File: src/inc/mpoc_pkg.sv
// constants and carrier types for the motor pwm output configuration block
package mpoc_pkg;

	// register map (chosen offsets)
	localparam logic [3:0] ADDR_MODE_A   = 4'h0;
	localparam logic [3:0] ADDR_FEEDBACK = 4'h1;
	localparam logic [3:0] ADDR_PARITY   = 4'h2;
	localparam logic [3:0] ADDR_PHASE    = 4'h3;
	localparam logic [3:0] ADDR_DEADTIME = 4'h4;
	localparam logic [3:0] ADDR_CTRL     = 4'h5;
	localparam logic [3:0] ADDR_WEIGHT   = 4'h6;
	localparam logic [3:0] ADDR_ZPREV    = 4'h7;
	localparam logic [3:0] ADDR_ZCUR     = 4'h8;
	localparam logic [3:0] ADDR_DELAY    = 4'h9;
	localparam logic [3:0] ADDR_STATUS   = 4'ha;
	localparam logic [3:0] ADDR_PAGE1    = 4'hf;

	// mode_a fields
	localparam int BIT_SENSOR   = 5;
	localparam int BIT_DIRECT   = 4;
	localparam int BIT_CURRENT  = 3;
	localparam int BIT_AUTOSW   = 2;
	localparam int BIT_ZGUARD   = 1;
	localparam int BIT_CAPSEL   = 0;
	// feedback fields
	localparam int BIT_PAGE     = 7;
	localparam int BIT_PRST     = 6;
	localparam int CFF_LSB      = 3;
	localparam int CFW_LSB      = 0;
	// deadtime register fields
	localparam int BIT_THREEPH  = 7;
	localparam int BIT_DTE      = 6;
	// ctrl register fields
	localparam int BIT_CLKEN    = 0;
	localparam int BIT_OUTEN    = 1;

	// reset values
	localparam logic [7:0] RST_MODE_A   = 8'h00;
	localparam logic [7:0] RST_FEEDBACK = 8'h00;
	localparam logic [7:0] RST_PARITY   = 8'h00;
	localparam logic [7:0] RST_DEADTIME = 8'hff;
	localparam logic [5:0] RST_OUT_LVL  = 6'h00;

	// timing
	localparam int PERIPH_HZ     = 4_000_000;
	localparam int CLK_HZ        = 100_000_000;
	localparam int SAMPLE_DIV    = 4;
	localparam int BLANK_STEP_NS = 500;
	localparam int BLANK_STEP_CYC = (BLANK_STEP_NS * (PERIPH_HZ / 1_000_000)) / 1000;
	localparam int PWM_BITS      = 12;

	// register set
	typedef struct packed {
		logic [7:0] mode_a;
		logic [7:0] feedback;
		logic [7:0] parity;
		logic [7:0] phase_act;
		logic [7:0] phase_pre;
		logic [7:0] deadtime;
		logic [7:0] ctrl;
		logic [7:0] weight;
		logic [7:0] zprev;
		logic [7:0] zcur;
		logic [7:0] delay;
	} mpoc_regs_t;

	// whole block state
	typedef struct packed {
		mpoc_regs_t        r;
		logic [PWM_BITS-1:0] pwm_cnt;
		logic [1:0]        div;
		logic [2:0]        filt_cnt;
		logic [3:0]        blank_cnt;
		logic              pwm_d;
		logic              cur_limit;
		logic              comm_evt;
		logic              wait_comm;
		logic [1:0]        tacho_d;
		logic              tacho_evt;
		logic [7:0]        rdata;
		logic [5:0]        out;
		logic [1:0]        cur_s;
		logic [1:0]        tach_s;
		logic [1:0]        comm_s;
	} mpoc_state_t;

endpackage

File: src/rtl/mpoc_top.sv
// motor pwm output configuration: mode registers, dead-time pairing, current filter
`timescale 1ns/1ns

// What this block does
// RQ1 - six-step from one pwm source when
// RQ2 - dead-time groups outputs in pairs 0/1,2/3,4/5
// RQ3 - both active with pwm forces pair low
// RQ4 - no pwm: 10->10, 01->01, 00->00
// RQ5 - software clears three-phase before dead-time enable
// RQ6 - pwm counter held reset while clock off
// RQ7 - clock enable copies preload to active
// RQ8 - sensor select bit 5; sensor ignores side bit
// RQ9 - no direct access: preload applied at commutation
// RQ10 - direct access: phase write makes commutation
// RQ11 - outputs reset, normal, or phase register
// RQ12 - bit3 voltage/current, bit2 switched/autoswitched
// RQ13 - reset sets the commutation wait; mode_a resets to switched, so it clears a cycle later
// RQ14 - clock and autoswitch together with zero delay: instant commutation
// RQ15 - zero guard ignores zero event filter
// RQ16 - delay is weight times capture over 256
// RQ17 - page select bit 7 chooses page
// RQ18 - peripheral reset bit returns all registers to reset values (deadtime to ff, others cleared)
// RQ19 - limit needs filter plus one samples
// RQ20 - blanking window after pwm turn-on
// RQ21 - tacho edge field selects capture edges
// RQ22 - parity bits pick side, off in three-phase
// RQ23 - same-label pair gives complementary pwm
// RQ24 - blanking counted two peripheral cycles per step
module mpoc_top
	import mpoc_pkg::*;
(
	input  wire logic       i_ref_clk,    // peripheral clock
	input  wire logic       i_rst_b,      // async reset, active low
	input  wire logic [3:0] i_addr,       // register address
	input  wire logic [7:0] i_wdata,      // write data
	input  wire logic       i_wr,         // write strobe
	input  wire logic       i_rd,         // read strobe
	output logic      [7:0] o_rdata,      // read data, cycle after strobe
	input  wire logic       i_pwm_u,      // u compare pwm (voltage source)
	input  wire logic       i_meas_win,   // measurement window (current source)
	input  wire logic       i_cur_cmp,    // current comparator pin
	input  wire logic       i_tacho,      // tacho pin
	input  wire logic       i_comm_evt,   // commutation event from sequencer
	input  wire logic [5:0] i_three_ph,   // three-phase drive levels
	output logic      [5:0] o_motor_out,  // motor output pins
	output logic            o_cur_limit,  // filtered current-limit level
	output logic            o_tacho_evt,  // speed capture pulse
	output logic            o_comm,       // commutation event pulse
	output logic [PWM_BITS-1:0] o_pwm_cnt // pwm counter
);

	mpoc_state_t s;
	mpoc_state_t next_s;

	// pair output shaping for one pair
	function automatic logic [1:0] pair_out(input logic [1:0] on, input logic [1:0] side,
		input logic pwm_side, input logic pwm);
		logic a;
		logic b;
		a = on[0] && (side[0] == pwm_side);
		b = on[1] && (side[1] == pwm_side);
		pair_out = 2'b00;
		if (on == 2'b11 && (a || b)) begin
			pair_out = 2'b00;                          // [RQ3]
		end else if (on[0] && a) begin
			pair_out = {~pwm, pwm};                    // [RQ23]
		end else if (on[1] && b) begin
			pair_out = {pwm, ~pwm};                    // [RQ23]
		end else if (on == 2'b01 || on == 2'b10) begin
			pair_out = on;                             // [RQ4]
		end
	endfunction

	logic [5:0]  six;
	logic        src_pwm;
	logic        pwm_side;
	logic [15:0] product;
	logic        clk_rise;
	logic        we;

	// combinational next state
	always_comb begin
		next_s = s;
		next_s.comm_evt = 1'b0;
		next_s.tacho_evt = 1'b0;
		product = 16'h0000;
		six = 6'h00;
		we = i_wr && !s.r.feedback[BIT_PAGE];          // [RQ17]
		// input synchronisers
		next_s.cur_s  = {s.cur_s[0], i_cur_cmp};
		next_s.tach_s = {s.tach_s[0], i_tacho};
		next_s.comm_s = {s.comm_s[0], i_comm_evt};

		// register writes
		clk_rise = 1'b0;
		if (we) begin
			case (i_addr)
				ADDR_MODE_A:   next_s.r.mode_a = i_wdata;
				ADDR_FEEDBACK: next_s.r.feedback = i_wdata;
				ADDR_PARITY:   next_s.r.parity = i_wdata;
				ADDR_PHASE: begin
					next_s.r.phase_pre = {2'b00, i_wdata[5:0]};
					if (s.r.mode_a[BIT_DIRECT]) begin
						next_s.r.phase_act = {2'b00, i_wdata[5:0]};
						next_s.comm_evt = 1'b1;        // [RQ10]
					end
				end
				ADDR_DEADTIME: next_s.r.deadtime = i_wdata;
				ADDR_CTRL: begin
					next_s.r.ctrl = i_wdata;
					clk_rise = i_wdata[BIT_CLKEN] && !s.r.ctrl[BIT_CLKEN];
				end
				ADDR_WEIGHT:   next_s.r.weight = i_wdata;
				ADDR_ZPREV:    next_s.r.zprev = i_wdata;
				ADDR_ZCUR:     next_s.r.zcur = i_wdata;
				default: ;
			endcase
		end
		if (i_wr && s.r.feedback[BIT_PAGE] && i_addr == ADDR_PAGE1) begin
			next_s.r.feedback = i_wdata;               // [RQ17] feedback reachable on both pages
		end

		// commutation delay from selected capture
		product = s.r.weight * (s.r.mode_a[BIT_CAPSEL] ? s.r.zcur : s.r.zprev);
		next_s.r.delay = product[15:8];                // [RQ16]

		// clock enable loads preloads; autoswitch with nil delay commutes now
		if (clk_rise) begin
			next_s.r.phase_act = s.r.phase_pre;        // [RQ7]
			if (next_s.r.mode_a[BIT_AUTOSW] && s.r.delay == 8'h00) begin
				next_s.comm_evt = 1'b1;                // [RQ14]
			end
		end

		// external commutation event applies preload
		if (s.comm_s[1] && !s.r.mode_a[BIT_DIRECT]) begin
			next_s.r.phase_act = s.r.phase_pre;        // [RQ9]
			next_s.comm_evt = 1'b1;
		end
		if (next_s.comm_evt) begin
			next_s.wait_comm = 1'b0;
		end else if (!s.r.mode_a[BIT_AUTOSW]) begin
			next_s.wait_comm = 1'b0;                   // [RQ13] only autoswitched mode waits
		end

		// pwm counter held while clock off
		if (!s.r.ctrl[BIT_CLKEN]) begin
			next_s.pwm_cnt = '0;                       // [RQ6]
		end else begin
			next_s.pwm_cnt = s.pwm_cnt + 1'b1;
		end

		// pwm source: u pair or measurement window
		src_pwm = s.r.mode_a[BIT_CURRENT] ? i_meas_win : i_pwm_u;   // [RQ1] [RQ12]
		// sensor mode uses only the lowest side bit
		pwm_side = s.r.mode_a[BIT_SENSOR] ? s.r.ctrl[2] : s.r.ctrl[3];   // [RQ8] [RQ22]

		// blanking after pwm turn-on
		next_s.pwm_d = src_pwm;
		if (src_pwm && !s.pwm_d && s.r.feedback[2:0] != 3'h0) begin
			next_s.blank_cnt = 4'(s.r.feedback[2:0] * BLANK_STEP_CYC);   // [RQ20] [RQ24]
		end else if (s.blank_cnt != 4'h0) begin
			next_s.blank_cnt = s.blank_cnt - 4'h1;
		end

		// current-limit filter at quarter rate
		next_s.div = s.div + 2'h1;
		if (s.div == 2'(SAMPLE_DIV - 1)) begin
			if (s.cur_s[1] && s.blank_cnt == 4'h0) begin
				if (s.filt_cnt == s.r.feedback[5:3]) begin
					next_s.cur_limit = 1'b1;           // [RQ19]
				end else begin
					next_s.filt_cnt = s.filt_cnt + 3'h1;
				end
			end else begin
				next_s.filt_cnt = 3'h0;
				next_s.cur_limit = 1'b0;
			end
		end

		// tacho edge capture
		next_s.tacho_d = {s.tacho_d[0], s.tach_s[1]};
		case (s.r.parity[7:6])
			2'b01:   next_s.tacho_evt = s.tacho_d[0] && !s.tacho_d[1];   // [RQ21]
			2'b10:   next_s.tacho_evt = !s.tacho_d[0] && s.tacho_d[1];
			2'b11:   next_s.tacho_evt = s.tacho_d[0] ^ s.tacho_d[1];
			default: next_s.tacho_evt = 1'b0;
		endcase

		// six-step outputs, paired when dead-time on
		for (int p = 0; p < 3; p++) begin
			if (s.r.deadtime[BIT_DTE]) begin
				six[2*p +: 2] = pair_out(s.r.phase_act[2*p +: 2],
					s.r.parity[2*p +: 2], pwm_side, src_pwm);   // [RQ2] [RQ22]
			end else begin
				for (int k = 0; k < 2; k++) begin
					six[2*p+k] = s.r.phase_act[2*p+k] &&
						((s.r.parity[2*p+k] == pwm_side) ? src_pwm : 1'b1);
				end
			end
		end
		if (!s.r.ctrl[BIT_OUTEN]) begin
			next_s.out = RST_OUT_LVL;                  // [RQ11]
		end else if (s.r.deadtime[BIT_THREEPH]) begin
			next_s.out = i_three_ph;                   // [RQ22] parity ignored
		end else if (s.wait_comm) begin
			next_s.out = 6'h00;                        // [RQ13]
		end else begin
			next_s.out = six;                          // [RQ11]
		end

		// zero guard overrides zero filter in status
		next_s.rdata = 8'h00;
		if (i_rd) begin
			// page 1 maps only the feedback register; other addresses read zero
			case ((s.r.feedback[BIT_PAGE] && i_addr != ADDR_PAGE1) ? ADDR_STATUS + 4'h1 : i_addr)
				ADDR_MODE_A:   next_s.rdata = s.r.mode_a;
				ADDR_FEEDBACK: next_s.rdata = s.r.feedback;
				ADDR_PARITY:   next_s.rdata = s.r.parity;
				ADDR_PHASE:    next_s.rdata = s.r.phase_act;
				ADDR_DEADTIME: next_s.rdata = s.r.deadtime;
				ADDR_CTRL:     next_s.rdata = s.r.ctrl;
				ADDR_WEIGHT:   next_s.rdata = s.r.weight;
				ADDR_ZPREV:    next_s.rdata = s.r.zprev;
				ADDR_ZCUR:     next_s.rdata = s.r.zcur;
				ADDR_DELAY:    next_s.rdata = s.r.delay;
				ADDR_STATUS:   next_s.rdata = {4'h0, s.r.mode_a[BIT_ZGUARD], s.wait_comm,
					s.cur_limit, s.r.mode_a[BIT_ZGUARD] ? 1'b0 : 1'b1};   // [RQ15]
				ADDR_PAGE1:    next_s.rdata = s.r.feedback;
				default:       next_s.rdata = 8'h00;
			endcase
		end

		// software peripheral reset
		if (((we && i_addr == ADDR_FEEDBACK) || (i_wr && s.r.feedback[BIT_PAGE] && i_addr == ADDR_PAGE1))
			&& i_wdata[BIT_PRST]) begin
			next_s.r = '{mode_a: RST_MODE_A, feedback: RST_FEEDBACK, parity: RST_PARITY,
				deadtime: RST_DEADTIME, default: 8'h00};   // [RQ18]
			next_s.wait_comm = 1'b1;
			next_s.out = RST_OUT_LVL;
		end
	end

	// state register
	always_ff @(posedge i_ref_clk or negedge i_rst_b) begin
		if (!i_rst_b) begin
			s <= '0;
			s.r.deadtime <= RST_DEADTIME;
			s.wait_comm <= 1'b1;
		end else begin
			s <= next_s;
		end
	end

	// outputs straight from state
	assign o_rdata     = s.rdata;
	assign o_motor_out = s.out;
	assign o_cur_limit = s.cur_limit;
	assign o_tacho_evt = s.tacho_evt;
	assign o_comm      = s.comm_evt;
	assign o_pwm_cnt   = s.pwm_cnt;

endmodule

File: config.mk
export PLATFORM = sky130hd
export DESIGN_NAME = mpoc_top
export DESIGN_NICKNAME = d
export VERILOG_FILES = /design/src/inc/mpoc_pkg.sv /design/src/rtl/mpoc_top.sv
export SDC_FILE = /design/constraint.sdc
export NUM_CORES = 1
export LEC_CHECK = 0
export BUFFER_PORTS_ARGS = -buffer_cell sky130_fd_sc_hd__buf_2
export CAP_MARGIN = 10
export CELL_PAD_IN_SITES_DETAIL_PLACEMENT = 1
export CELL_PAD_IN_SITES_GLOBAL_PLACEMENT = 2
export CORE_MARGIN = 5
export CORE_UTILIZATION = 41
export CTS_BUF_LIST = sky130_fd_sc_hd__clkbuf_8
export DETAILED_ROUTE_END_ITERATION = 16
export GPL_ROUTABILITY_DRIVEN = 0
export PLACE_DENSITY = 0.85
export REMOVE_ABC_BUFFERS = 1
export SLEW_MARGIN = 40
export SYNTH_ARGS = -nofsm -noshare
export SYNTH_HDL_FRONTEND = slang
export SYNTH_SLANG_ARGS = --single-unit
File: constraint.sdc
create_clock -name i_ref_clk -period 5 [get_ports i_ref_clk]
set_input_delay 1.25 -clock i_ref_clk [delete_from_list [all_inputs] [get_ports i_ref_clk]]
set_output_delay 1.25 -clock i_ref_clk [all_outputs]
set_load 0.02 [all_outputs]
==> reports/qor.txt <==
# port buffers: 55
Ant diodes: 0
WP data arrival: 5.21 ns
Met3 wire length: 1.76 mm
Die area: 0.0247 mm²
CTS Buffer Depth: 2
I/O pin count: 56
Final Instance Count excl. Fillers: 1244
Htree depth: 4
First-pass GRT wire length: 42.7 mm
Post-DRT Antenna Nets: 0
Yosys top cell by area: dfrtp_1
CP startpoint kind: flip-flop
Slew headroom: 49.0%
Max-cap viol count: 0
Setup_tns: 0 ns
F_max: 0.207 GHz
Met2 wire length: 12.1 mm
Die Y: 157 µm
TritonCTS buffer count: 17
Power Total: 3.56 mW
Clk_skew: 0.0171 ns
Starting Density: 42.0%
Layout cells sized above 1: 15.7%
Worst-margin pin slew: 0.763 ns
Final setup violation count: 0
Sink Count: 133
Synth cell types: 71
Final Hold Fails: 0
Worst r2r src: s[128]$_DFFE_PN0P_
Final worst-path cycle share: 96.6%
Vias in the first global route: 7279
Hold path start: next_s[3]$_DFF_PN0_
Synth top area cells: dfrtp_1, fa_1, ha_1
CTS tree: yes
Fin area: 0.00964 mm²
YS warnings: 0
Leakage: 4.59 nW
Mapped Area: 0.00888 mm²
Core ar.: 0.0212 mm²
Setup ws final: 0.172 ns
Chip width: 157 µm
Fillers: 2410
Critical Path End Type: flip-flop
Final Net Count: 1058
Async SR Flop Fraction: 100%
Synth Instances: 931
Area share of the leading cell type in the synthesized netlist: 34.9%
Slew Limit Fails: 0
Post-Syn Area per Cell: 9.54 µm²
Initial antenna violation count: 0
Drt wl/cell: 21.5 µm
Pre-CTS WS: -0.00164 ns
Iter 0 DRT Violations: 544
Placed insts: 1211
Synth Flop Type: dfrtp_1
Hold Path Class: flip-flop to flip-flop
Sequential standard cell area: 0.00334 mm²
PwrDens: 369 mW/mm²
Via density: 5.78
Post-synth EDFFs: 0
Clk slew on worst S/H paths: 0.08 ns
Root buffer cell: clkbuf_8
Final min period: 4.83 ns
Clock Latency Late Sink: 0.44 ns
Crit path kind: flip-flop to flip-flop
GRT Overall Usage: 22.3%
Critical path origin: s[128]$_DFFE_PN0P_
Largest net degree at the start of global routing: 80
WL met1: 12.6 mm
Routed WL: 26.8 mm
Site Rows: 53
Status: completed
Vias: 7193
CP Max Fanout: 7
Detailed Routing Iterations Pass 1: 5
Yosys reg bits: 133
Detailed placement HPWL: 19.9 mm
Req. time, crit path: 5.38 ns
Worst vdd ir: 0.145 mV
Placed cell areas: 0.00928 mm²
Area of the multi-input gates: 0.00493 mm²
Max Used Layer: met4
Drt drc: 0
Layout area overhead: 8.48%
GRT overflow: 0
# hold bufs at CTS: 0
Register area share after synthesis: 37.6%
[state kept, by name, indices dropped and copies added, names as in the netlist]
| name | flops |
|---|---|
| o_cur_limit | 1 |
| o_motor_out | 6 |
| o_comm | 1 |
| o_rdata | 8 |
| o_tacho_evt | 1 |
| o_pwm_cnt | 12 |
| next_s | 5 |
| s | 99 |
[worst max-delay path: stages (launching register included)]
cell and delay [ns]:
dfrtp_2 0.48, mux2_2 0.40, buf_4 0.16, and2_1 0.17, fa_1 0.50, fa_1 0.52
fa_1 0.55, inv_1 0.05, fa_1 0.54, inv_1 0.05, ha_1 0.29, and2_1 0.17
a21boi_0 0.20, o22ai_1 0.12, or4b_1 0.48, nand2_1 0.08
[metal layers]
metal	GRT usage [%]	vias to the layer above
met5	0	-
met4	4.38	0
met3	5.25	26
met2	33.5	221
met1	33.0	3679
li1	-	3267
[repair_timing]
| item | CTS | global route |
|---|---|---|
| buffers inserted | 0 | 1 |
| resized for setup | 1 | 1 |
| setup endpoints to repair | 1 | 5 |
| endpoints found under the hold margin | 0 | 0 |
| pin swaps | 0 | 0 |
[through the flow]
stage | hold slack (ns) | util [%]
detailed placement | 0.336 | 43.9
global placement | 0.332 | 43.8
CTS | 0.355 | 45.5
global route | 0.359 | 45.6
finish | 0.351 | 45.6
floorplan | 0.331 | -
[layout make-up]
class	instances	share of cell area, %
Clock buffer	18	2.57
Clock inverter	14	0.948
Inverter	56	2.18
Multi-Input combinational cell	668	51.2
Sequential cell	133	34.7
Tap cell	275	3.57
Timing Repair Buffer	80	4.89
[Yosys cell counts, types with 6 or more instances]
master / n
and2b_2: 7
nand3_1: 34
a22oi_1: 19
and2_1: 33
buf_4: 29
a21o_1: 6
xor2_1: 6
fa_1: 35
clkbuf_1: 24
nand2_1: 92
buf_2: 18
nor2_1: 66
and3_1: 11
dfrtp_1: 124
mux2_2: 6
a22o_1: 7
xnor2_1: 13
nor2b_1: 34
a221oi_1: 7
nand4_1: 8
nor3_1: 13
mux2i_1: 30
a21oi_1: 44
or3_1: 6
inv_1: 56
ha_1: 40
o31ai_1: 7
a31oi_1: 9
dfstp_2: 9
o21ai_0: 30
o22ai_1: 8
nand2b_1: 13
a21boi_0: 7
o211ai_1: 6
[kinds of logic (layout without fill, tap and decap cells)]
kind of cell | after synthesis | in the layout | share of synthesized area [%]
AOI/OAI and AO/OA | 188 | 188 | 14.8
xor gates and xnor gates | 19 | 19 | 1.87
muxes | 39 | 39 | 4.60
and+or+nand+nor | 347 | 347 | 20.5
adders and majority gates | 75 | 75 | 13.5
DFF | 133 | 133 | 37.6
buffers and inverters | 130 | 168 | 7.06
[cells in the final DEF (no fill, tap or decap), drive strengths merged, types with 19 or more instances in the layout]
cell type	n
dfrtp	124
nor2	66
fa	35
nand2	93
ha	40
inv	59
and2	33
nand3	34
o21ai	30
a22oi	19
clkbuf	19
a21oi	44
buf	79
mux2i	33
nor2b	34
[path summary, 6_finish.rpt]
kind | slack [ns] | endpoint | cells after the start
max in group asynchronous | 3.24 | s[90]$_DFFE_PN1P_ | 2
max reg2reg | 0.17 | s[55]$_DFF_PN0_ | 15
min | 0.35 | next_s[21]$_DFF_PN0_ | 0
max | 0.17 | s[55]$_DFF_PN0_ | 15
min in group asynchronous | 0.84 | o_pwm_cnt[1]$_DFF_PN0_ | 1
min reg2reg | 0.35 | next_s[21]$_DFF_PN0_ | 0
[power breakdown]
part | switching, mW | internal, mW | leakage (nW) | total (mW)
combinational | 0.706 | 0.538 | 2.69 | 1.24
sequential | 0.248 | 1.27 | 1.71 | 1.52
clock | 0.445 | 0.352 | 0.181 | 0.796
Power figures use the tool's default switching activity.
